## src/core/fcs_defs.vh

```
// register offsets, field positions, command codes and timing counts
`ifndef FCS_DEFS_VH
`define FCS_DEFS_VH
`define FCS_OFF_DIV        12'h000
`define FCS_OFF_STAT       12'h004
`define FCS_OFF_CMD        12'h008
`define FCS_OFF_ARR_ADDR   12'h00c
`define FCS_OFF_ARR_DATA   12'h010
`define FCS_STAT_CBEF      7
`define FCS_STAT_CCF       6
`define FCS_STAT_ACCERR    4
`define FCS_STAT_BLANK     2
`define FCS_DIV_LOADED     7
`define FCS_CMD_BLANK      8'h05
`define FCS_CMD_BYTE       8'h20
`define FCS_CMD_BURST      8'h25
`define FCS_CMD_PAGE       8'h40
`define FCS_CMD_MASS       8'h41
`define FCS_CYC_BYTE       16'h0009
`define FCS_CYC_BURST      16'h0004
`define FCS_CYC_PAGE       16'h0fa0
`define FCS_CYC_MASS       16'h4e20
`define FCS_CYC_BLANK      16'h0001
`endif

```

## src/core/fcs_seq.v

```verilog
// flash command sequencer: apb registers, order checking, op timing
//
// Local design decisions: the APB interface to the registers and the address map.
`timescale 1ns/10ps
`include "fcs_defs.vh"

// ----------------------------------------
// ----------------------------------------
module fcs_seq
#(
   parameter PAGES = 32
)
(
   input  wire        core_clk,
   input  wire        rst,
   input  wire        psel,
   input  wire        penable,
   input  wire        pwrite,
   input  wire [11:0] paddr,
   input  wire [31:0] pwdata,
   output reg  [31:0] prdata,
   output wire        pready,
   output wire        pslverr,
   input  wire        stop_mode,
   output reg         op_start_r,
   output reg  [7:0]  op_cmd_r,
   output reg  [13:0] op_addr_r,
   output reg  [7:0]  op_data_r,
   output wire        op_busy
);
   localparam AW = (PAGES > 16) ? 14 : 13;
   // small array: top address bit forced low so latches never alias
   localparam [13:0] AMASK = (14'h0001 << AW) - 14'h0001;

   localparam S_IDLE = 2'h0;
   localparam S_ADDR = 2'h1;
   localparam S_CMD  = 2'h2;

   reg  [1:0]  state_r;
   reg  [1:0]  state_nxt;
   reg         div_loaded_r;
   reg  [6:0]  div_val_r;
   reg         accerr_r;
   reg         ccf_r;
   reg         blank_r;
   reg  [13:0] lat_addr_r;
   reg  [7:0]  lat_data_r;
   reg  [7:0]  lat_cmd_r;
   reg  [13:0] prev_addr_r;
   reg         prev_burst_r;
   reg  [13:0] addr_arg_r;
   reg  [15:0] cycles_r;
   reg         err_set;
   reg         launch;

   wire        tick;
   wire        done;
   wire        busy;

   wire wr = psel && penable && pwrite;
   wire w_div  = wr && (paddr == `FCS_OFF_DIV);
   wire w_stat = wr && (paddr == `FCS_OFF_STAT);
   wire w_cmd  = wr && (paddr == `FCS_OFF_CMD);
   wire w_arr  = wr && (paddr == `FCS_OFF_ARR_DATA);
   wire w_aadr = wr && (paddr == `FCS_OFF_ARR_ADDR);
   wire cbef   = (state_r == S_IDLE) && !busy;
   wire arr_take = (state_r == S_IDLE) && (state_nxt == S_ADDR);
   wire cmd_take = (state_r == S_ADDR) && (state_nxt == S_CMD);

   function legal_code;
      input [7:0] c;
      begin
         legal_code = (c == `FCS_CMD_BLANK) || (c == `FCS_CMD_BYTE) ||
                      (c == `FCS_CMD_BURST) || (c == `FCS_CMD_PAGE) ||
                      (c == `FCS_CMD_MASS);
      end
   endfunction

   function mapped;
      input [11:0] a;
      begin
         mapped = (a == `FCS_OFF_DIV) || (a == `FCS_OFF_STAT) ||
                  (a == `FCS_OFF_CMD) || (a == `FCS_OFF_ARR_ADDR) ||
                  (a == `FCS_OFF_ARR_DATA);
      end
   endfunction

   assign pready  = 1'b1;
   assign pslverr = psel && penable && !mapped(paddr);
   assign op_busy = busy;

   // ----------------------------------------
   // timing clock and op timer
   // ----------------------------------------
   fcs_tick_gen u_tick
   (
      .core_clk (core_clk),
      .rst      (rst),
      .enable   (div_loaded_r),
      .div_val  (div_val_r),
      .tick_r   (tick)
   );

   fcs_op_timer u_timer
   (
      .core_clk (core_clk),
      .rst      (rst),
      .start    (launch),
      .abort    (stop_mode && busy),
      .cycles   (cycles_r),
      .tick     (tick),
      .busy_r   (busy),
      .done     (done)
   );

   // ----------------------------------------
   // sequence checking
   // ----------------------------------------
   always @*
   begin
      state_nxt = state_r;
      err_set   = 1'b0;
      launch    = 1'b0;
      if (stop_mode && busy)
         err_set = 1'b1;
      case (state_r)
         S_IDLE:
         begin
            if (w_arr)
            begin
               if (!div_loaded_r || accerr_r || busy)
                  err_set = 1'b1;
               else
                  state_nxt = S_ADDR;
            end
         end
         S_ADDR:
         begin
            if (w_cmd)
            begin
               if (legal_code(pwdata[7:0]))
                  state_nxt = S_CMD;
               else
               begin
                  err_set   = 1'b1;
                  state_nxt = S_IDLE;
               end
            end
            else if (w_arr || w_div || w_stat)
            begin
               err_set   = 1'b1;
               state_nxt = S_IDLE;
            end
         end
         S_CMD:
         begin
            if (w_stat && pwdata[`FCS_STAT_CBEF])
            begin
               launch    = 1'b1;
               state_nxt = S_IDLE;
            end
            else if (w_stat || w_arr || w_cmd || w_div)
            begin
               err_set   = 1'b1;
               state_nxt = S_IDLE;
            end
         end
         default:
            state_nxt = S_IDLE;
      endcase
   end

   // ----------------------------------------
   // command argument and cycle count
   // ----------------------------------------
   always @*
   begin
      addr_arg_r = lat_addr_r;
      cycles_r   = `FCS_CYC_BYTE;
      case (lat_cmd_r)
         `FCS_CMD_PAGE:
         begin
            addr_arg_r = {lat_addr_r[13:9], 9'h000};
            cycles_r   = `FCS_CYC_PAGE;
         end
         `FCS_CMD_MASS:
            cycles_r = `FCS_CYC_MASS;
         `FCS_CMD_BLANK:
            cycles_r = `FCS_CYC_BLANK;
         `FCS_CMD_BURST:
            // same row, consecutive burst: short time; new row: full
            cycles_r = (prev_burst_r &&
                        lat_addr_r == prev_addr_r + 14'h0001 &&
                        lat_addr_r[5:0] != 6'h00) ?
                       `FCS_CYC_BURST : `FCS_CYC_BYTE;
         default:
            cycles_r = `FCS_CYC_BYTE;
      endcase
   end

   // ----------------------------------------
   // divider, written once per reset
   // ----------------------------------------
   always @(posedge core_clk)
   begin
      if (rst)
      begin
         div_loaded_r <= 1'b0;
         div_val_r    <= 7'h00;
      end
      else if (w_div && !div_loaded_r && !accerr_r)
      begin
         div_loaded_r <= 1'b1;
         div_val_r    <= pwdata[6:0];
      end
   end

   // ----------------------------------------
   // access error flag
   // ----------------------------------------
   always @(posedge core_clk)
   begin
      if (rst)
         accerr_r <= 1'b0;
      // a new error wins over a software clear in the same cycle
      else if (err_set)
         accerr_r <= 1'b1;
      else if (w_stat && pwdata[`FCS_STAT_ACCERR])
         accerr_r <= 1'b0;
   end

   // ----------------------------------------
   // sequence state and command latches
   // ----------------------------------------
   always @(posedge core_clk)
   begin
      if (rst)
      begin
         state_r    <= S_IDLE;
         lat_addr_r <= 14'h0000;
         lat_data_r <= 8'h00;
         lat_cmd_r  <= 8'h00;
      end
      else
      begin
         state_r <= state_nxt;
         if (arr_take)
         begin
            lat_addr_r <= pwdata[8 +: 14] & AMASK;
            lat_data_r <= pwdata[7:0];
         end
         if (cmd_take)
            lat_cmd_r <= pwdata[7:0];
      end
   end

   // ----------------------------------------
   // launched operation and status flags
   // ----------------------------------------
   always @(posedge core_clk)
   begin
      if (rst)
      begin
         ccf_r        <= 1'b1;
         blank_r      <= 1'b0;
         prev_addr_r  <= 14'h0000;
         prev_burst_r <= 1'b0;
         op_start_r   <= 1'b0;
         op_cmd_r     <= 8'h00;
         op_addr_r    <= 14'h0000;
         op_data_r    <= 8'h00;
      end
      else
      begin
         op_start_r <= launch;
         if (launch)
         begin
            ccf_r        <= 1'b0;
            op_cmd_r     <= lat_cmd_r;
            op_addr_r    <= addr_arg_r;
            op_data_r    <= lat_data_r;
            prev_addr_r  <= lat_addr_r;
            prev_burst_r <= (lat_cmd_r == `FCS_CMD_BURST);
            blank_r      <= 1'b0;
         end
         else if (done)
         begin
            ccf_r   <= 1'b1;
            blank_r <= (op_cmd_r == `FCS_CMD_BLANK);
         end
         else if (stop_mode && busy)
         begin
            // abort drops high voltage, so the next burst byte is full
            ccf_r        <= 1'b1;
            prev_burst_r <= 1'b0;
         end
      end
   end

   // ----------------------------------------
   // read data
   // ----------------------------------------
   always @*
   begin
      prdata = 32'h0000_0000;
      case (paddr)
         `FCS_OFF_DIV:
            prdata = {24'h0, div_loaded_r, div_val_r};
         `FCS_OFF_STAT:
            prdata = {24'h0, cbef, ccf_r, 1'b0, accerr_r, 1'b0,
                      blank_r, 2'h0};
         `FCS_OFF_CMD:
            prdata = {24'h0, lat_cmd_r};
         `FCS_OFF_ARR_ADDR:
            prdata = {18'h0, lat_addr_r};
         `FCS_OFF_ARR_DATA:
            prdata = {24'h0, lat_data_r};
         default:
            prdata = 32'h0000_0000;
      endcase
   end
endmodule // fcs_seq

```

## src/core/fcs_tick_gen.v

```verilog
// timing clock tick generator from the bus clock
`timescale 1ns/10ps
module fcs_tick_gen
(
   input  wire       core_clk,
   input  wire       rst,
   input  wire       enable,
   input  wire [6:0] div_val,
   output reg        tick_r
);
   reg [9:0] cnt_r;
   wire [9:0] limit = {3'h0, div_val} + 10'h001;

   // ----------------------------------------
   // divider
   // ----------------------------------------
   always @(posedge core_clk)
   begin
      if (rst)
      begin
         cnt_r  <= 10'h000;
         tick_r <= 1'b0;
      end
      else if (!enable)
      begin
         cnt_r  <= 10'h000;
         tick_r <= 1'b0;
      end
      else if (cnt_r >= limit - 10'h001)
      begin
         cnt_r  <= 10'h000;
         tick_r <= 1'b1;
      end
      else
      begin
         cnt_r  <= cnt_r + 10'h001;
         tick_r <= 1'b0;
      end
   end
endmodule // fcs_tick_gen

```

## src/core/fcs_op_timer.v

```verilog
// counts timing-clock ticks for one array operation
`timescale 1ns/10ps
module fcs_op_timer
(
   input  wire        core_clk,
   input  wire        rst,
   input  wire        start,
   input  wire        abort,
   input  wire [15:0] cycles,
   input  wire        tick,
   output reg         busy_r,
   output wire        done
);
   reg [15:0] left_r;

   assign done = busy_r && tick && (left_r == 16'h0001);

   // ----------------------------------------
   // countdown
   // ----------------------------------------
   always @(posedge core_clk)
   begin
      if (rst || abort)
      begin
         busy_r <= 1'b0;
         left_r <= 16'h0000;
      end
      else if (start)
      begin
         busy_r <= 1'b1;
         left_r <= cycles;
      end
      else if (busy_r && tick)
      begin
         left_r <= left_r - 16'h0001;
         if (left_r == 16'h0001)
            busy_r <= 1'b0;
      end
   end
endmodule // fcs_op_timer

```

## config.mk

```make
export PLATFORM = sky130hd
export DESIGN_NAME = fcs_seq
export DESIGN_NICKNAME = d
export VERILOG_FILES = /design/src/core/fcs_seq.v /design/src/core/fcs_tick_gen.v /design/src/core/fcs_op_timer.v
export VERILOG_INCLUDE_DIRS = /design/src /design/src/core
export SDC_FILE = /design/constraint.sdc
export NUM_CORES = 1
export LEC_CHECK = 0
export BUFFER_PORTS_ARGS = -buffer_cell sky130_fd_sc_hd__buf_4
export CORE_MARGIN = 2
export CORE_UTILIZATION = 40
export CTS_CLUSTER_DIAMETER = 30
export CTS_CLUSTER_SIZE = 10
export DETAILED_ROUTE_END_ITERATION = 8
export SYNTH_ARGS = -nofsm -noshare
export SYNTH_HDL_FRONTEND = slang
export SYNTH_SLANG_ARGS = --single-unit
```

## constraint.sdc

```tcl
create_clock -name core_clk -period 3.6 [get_ports core_clk]
set_input_delay 0.72 -clock core_clk [delete_from_list [all_inputs] [get_ports core_clk]]
set_output_delay 0.72 -clock core_clk [all_outputs]
set_load 0.05 [all_outputs]
```

## Yosys cells after proc, flatten, opt, wreduce, memory -nomap -nowiden

Index checks and enable logic that the tools add are counted.

| operators by class | value |
|---|---|
| add/sub/neg operators | 5 |
| $lt $le $gt $ge | 1 |
| eq/ne operators | 21 |
| muxes and demuxes | 37 |
| bitwise operators | 1 |
| reduce and logical (&&, ||, !) cells | 52 |

Operators with widths:

| operator | count |
|---|---|
| case mux 14 bit (5 select lines) | 1 |
| case mux 15 bit (4 select lines) | 1 |
| == test 8 x 7 -> 1 bit (second input constant) | 4 |
| two-way mux 16 bit | 2 |
| == test 12 x 4 -> 1 bit (second input constant) | 2 |
| == test 8 x 3 -> 1 bit (second input constant) | 3 |
| == test 8 x 6 -> 1 bit (second input constant) | 3 |
| two-way mux 1 bit | 22 |
| logical AND 1 bit | 19 |
| == test 16 x 1 -> 1 bit (second input constant) | 1 |
| logical OR 1 bit | 16 |
| subtractor 16 x 1 -> 16 bit (second input constant) | 1 |
| adder 14 x 1 -> 14 bit (second input constant) | 1 |
| == test 14 bit | 1 |
| two-way mux 2 bit | 7 |
| == test 12 x 3 -> 1 bit (second input constant) | 1 |
| == test 12 x 5 -> 1 bit (second input constant) | 1 |
| logical NOT 12 bit | 1 |
| adder 10 x 1 -> 10 bit (second input constant) | 1 |
| greater-or-equal comparator 10 bit | 1 |
| subtractor 10 x 1 -> 10 bit (second input constant) | 1 |
| two-way mux 9 bit | 1 |
| adder 7 x 1 -> 8 bit (second input constant) | 1 |
| nonzero test 2 bit | 4 |
| other kinds (14) | 21 |

| word-level totals | value |
|---|---|
| flip-flop bits (word level) | 117 |
| input bits | 50 |
| output and inout port bits | 66 |
| word-level logic and storage cells | 136 |

## Longest topological paths before layout

| depth | value |
|---|---|
| word-level depth | 11 |
| gate-level depth with buffers | 15 |
| depth with buffers taken out | 13 |

## By module

Synthesis repeated with hierarchy kept, for this count alone.

| unflattened totals | value |
|---|---|
| cell total of the unflattened synthesis | 698 |
| area, all modules | 5,710.5 µm² |

Modules (own cells, without submodules):

| module | instances | cells each | area each (µm²) | sequential area each (µm²) |
|---|---|---|---|---|
| fcs_seq | 1 | 516 | 4,113.9 | 1,681.6 |
| fcs_op_timer | 1 | 115 | 980.9 | 340.3 |
| fcs_tick_gen | 1 | 67 | 615.6 | 220.2 |

## Worst setup path before layout

OpenSTA, ideal clock, no wires.

| path | value |
|---|---|
| path type | reg-to-reg |
| start | register div_val_r[0] |
| end | register u_tick.cnt_r[9] |
| library setup time | 0.086 ns |
| arrival time | 3.097 ns |
| required time | 3.514 ns |
| path slack | 0.418 ns |
| stages on the path, launching flop included | 15 |
| path buffers | 1 |
| clock period less this slack | 3.182 ns |
| cells stage by stage | dfxtp_1 -> ha_1 -> nand3_1 -> xor2_1 -> nand4b_1 -> or4_1 -> o21a_1 -> ha_1 -> o21a_1 -> o211ai_1 -> nor2_1 -> a211oi_1 -> o31ai_1 -> clkbuf_1 -> a211oi_1 |

| on the way | value |
|---|---|
| cells in the longest elaborated chain, start to end | 4 |

RTL lines:

| item | RTL line | text |
|---|---|---|
| from (decl) | fcs_seq.v:42 | `reg [6:0] div_val_r;` |
| from (signal assigned) | fcs_seq.v:214 | `div_val_r <= pwdata[6:0];` |
| adder 7 x 1 -> 8 bit | fcs_tick_gen.v:12 | `wire [9:0] limit = {3'h0, div_val} + 10'h001;` |
| subtractor 10 x 1 -> 10 bit | fcs_tick_gen.v:29 | `else if (cnt_r >= limit - 10'h001)` |
| greater-or-equal comparator 10 bit | fcs_tick_gen.v:29 |  |
| OR reduction 3 bit (no source line) | -- |  |
| to (signal assigned) | fcs_tick_gen.v:36 | `cnt_r <= cnt_r + 10'h001;` |
| to (decl) | fcs_tick_gen.v:11 | `reg [9:0] cnt_r;` |

Every way passes these cells.
A chain may end at the register's enable or synchronous reset.

## Final worst setup path

| path | value |
|---|---|
| start | register div_val_r[1] |
| end | register u_tick.cnt_r[9] |

The elaborated chain is that of the path after synthesis.

==> run metrics <==
initial antenna violation count 0; most common library cells after synthesis 112 x dfxtp_1, 86 x nand2_1, 70 x nor2_1, 50 x a21oi_1, 47 x mux2i_1; Setup WS pre-CTS -0.107 ns; Required @ worst endpoint 3.87 ns; run status complete, no violations; flops & latches, synth 112; CTS tree built; RR Endpoint u_tick.cnt_r[9]; Worst R2R Start div_val_r[1]; leakage 2.79 nW; Max Cap Violations 0; fraction of layout cells with a size suffix above 1 16.2%; Crit Path Category reg -> reg; most numerous cell in the Yosys netlist dfxtp_1; fin nets 821; vias in the first global route 4752; DP Area 0.00654 sq mm; setup TNS 0 ns; width of the die 125 microns; Hold-fix buffers, CTS 0; first drt pass iteration count 4; Final setup viols 0; DRC violations left 0; CTS HTree Levels 3; Overflow after GRT 0; worst skew pair latency 0.35 ns; CTS max path bufs 2; Power Dens Cells 342 mW/mm^2; RD Place Congestion 0.889; largest net degree at the start of global routing 77; Syn Area/Cell 8.50 sq um; worst hold path endpoint op_data_r[6]; first-pass GRT wire length 24200 microns; Vias 5042; final slew viol count 0; Slew headroom 44.9%; final hold vios 0; Async SR Flop Fraction 0%; Critical Path AT 3.55 ns; Post-Syn Area 0.00587 sq mm; share of the synthesized area in the top cell type 38.2%; top_reg_cell synth dfxtp_1; Synth Instances 690; clock sinks 112; Startpoint Class register; Initial Util 40.7%; post-synthesis sequential area ratio 38.2%; die height 125 microns; Tot GR Track Use 18.8%; Hold WC Path Type reg -> reg; placement row count 44; Synth-to-Final Area Change 16.3%; root cell of the clock tree clkbuf_16; CORE AREA 0.0144 sq mm; Fin Clk Skew 0.00783 ns; I/O pin total 116; DP HPWL 11000 microns; Iter 0 DRT Violations 245; final WL 15000 microns; Clock Pin Slew Worst Setup and Hold Paths 0.08 ns; period utilisation layout 91.2%; unrepaired setup endpoints after global routing false; Peak VDD IR 0.232 mV; TritonCTS Buffers 9; Least-Margin Pin Slew 0.821 ns; Yosys warnings 0; Achievable Freq 305 MHz; Port Buffers 86; crit path time final 3.28 ns; Die ar. 0.0156 sq mm; Tot Pwr 2.33 mW; setup ws final 0.317 ns; Yosys cell types 56; number of vias per cell 5.34; CP max FO 11; R2R depth 14; FF-to-FF setup slack 0.32 ns; area leader, netlist dfxtp_1; final instance area 0.00682 sq mm; Setup crit end kind register; ANT nets after route 0; Hold Slack 0.456 ns; Area contributors post-synth dfxtp_1 38%, mux2i_1 8.0%, nand2_1 5.5%; ant diodes 0; Post-CTS Setup Inserts 0; per-cell routed wire length 15.9 microns; Worst Hold Depth 2; min-delay src op_data_r[6]; number of synthesized flops with an enable pin 0
-- worst max path at each step --
stage            startpoint  cells after the start              end
2_1_floorplan  div_val_r[0]                     14  u_tick.cnt_r[9]
3_3_place_gp   div_val_r[0]                     11  u_tick.cnt_r[3]
3_5_place_dp   div_val_r[0]                     11  u_tick.cnt_r[7]
4_1_cts        div_val_r[0]                     13  u_tick.cnt_r[9]
5_1_grt        div_val_r[1]                     14  u_tick.cnt_r[9]
6_report       div_val_r[1]                     14  u_tick.cnt_r[9]
-- what timing repair did --
item | CTS | global route
setup endpoints to repair | 11 | 1
hold endpoints to repair | 0 | 0
resized for setup | 1 | 1
-- logic make-up after synthesis --
group	Yosys count	share of synthesized area (%)
AO/OA/AOI/OAI	112	12.4
XOR/XNOR	45	6.72
adder cells (fa/ha/maj)	16	3.41
buffers and inverters	70	6.55
flip-flops	112	38.2
multiplexers	47	8.02
other	2	0.128
AND/OR/NAND/NOR	286	24.6
-- power breakdown --
| group | total, mW | leakage [nW] | switching [mW] | internal, mW |
|---|---|---|---|---|
| logic | 0.126 | 1.75 | 0.0889 | 0.0368 |
| clock network | 0.968 | 0.139 | 0.486 | 0.482 |
| registers | 1.24 | 0.902 | 0.00000639 | 1.24 |
-- layer usage --
| layer | vias up | GRT usage (%) | wire [microns] |
|---|---|---|---|
| met5 | - | 0 | 0 |
| met4 | 0 | 3.99 | 126 |
| met3 | 8 | 4.32 | 764 |
| met2 | 116 | 32.1 | 7350 |
| met1 | 2407 | 24.5 | 6790 |
| li1 | 2511 | - | - |
-- cells in the final DEF, fill, tap and decap left out, types with 16 or more instances in the layout --
master	instances
buf_4	96
xor2_1	23
xnor2_1	22
nor2_1	70
dfxtp_1	111
a21oi_1	50
ha_1	16
nor3_1	21
conb_1	19
nand2_1	86
mux2i_1	47
nand3_1	22
-- worst max-delay path: stages, from the launching register on --
cell	delay, ns
dfxtp_1	0.42
buf_4	0.18
xnor2_1	0.11
nand3_1	0.10
o31ai_1	0.09
nand4b_1	0.16
or4_1	0.52
o21a_1	0.14
ha_1	0.26
o21a_1	0.10
o211ai_1	0.25
nor2_1	0.09
a211oi_1	0.27
o31ai_2	0.24
a211oi_1	0.26
-- final cells by class --
type | count | area, sq um
Clock buffer | 10 | 229
Clock inverter | 6 | 51.3
Fill cell | 1418 | 7600
Inverter | 11 | 41.3
Multi-Input combinational cell | 525 | 3310
Sequential cell | 112 | 2240
Tap cell | 184 | 230
Timing Repair Buffer | 96 | 721
-- per-stage QoR --
step,std cells,utilization [%]
after floorplan,707,-
after global placement,928,45.3
after detailed placement,928,45.3
after CTS,944,47.3
after global routing,944,47.3
final,944,47.3
-- registers in the layout, summed over array words and instances (netlist names) --
signal,count
u_timer.left_r,16
lat_addr_r,14
op_addr_r,14
u_tick.cnt_r,10
prev_addr_r,9
lat_cmd_r,8
lat_data_r,8
op_cmd_r,8
op_data_r,8
div_val_r,7
state_r,2
accerr_r,1
blank_r,1
ccf_r,1
div_loaded_r,1
op_start_r,1
prev_burst_r,1
u_tick.tick_r,1
u_timer.busy_r,1
No activity file was read; power rests on OpenSTA's default activity.
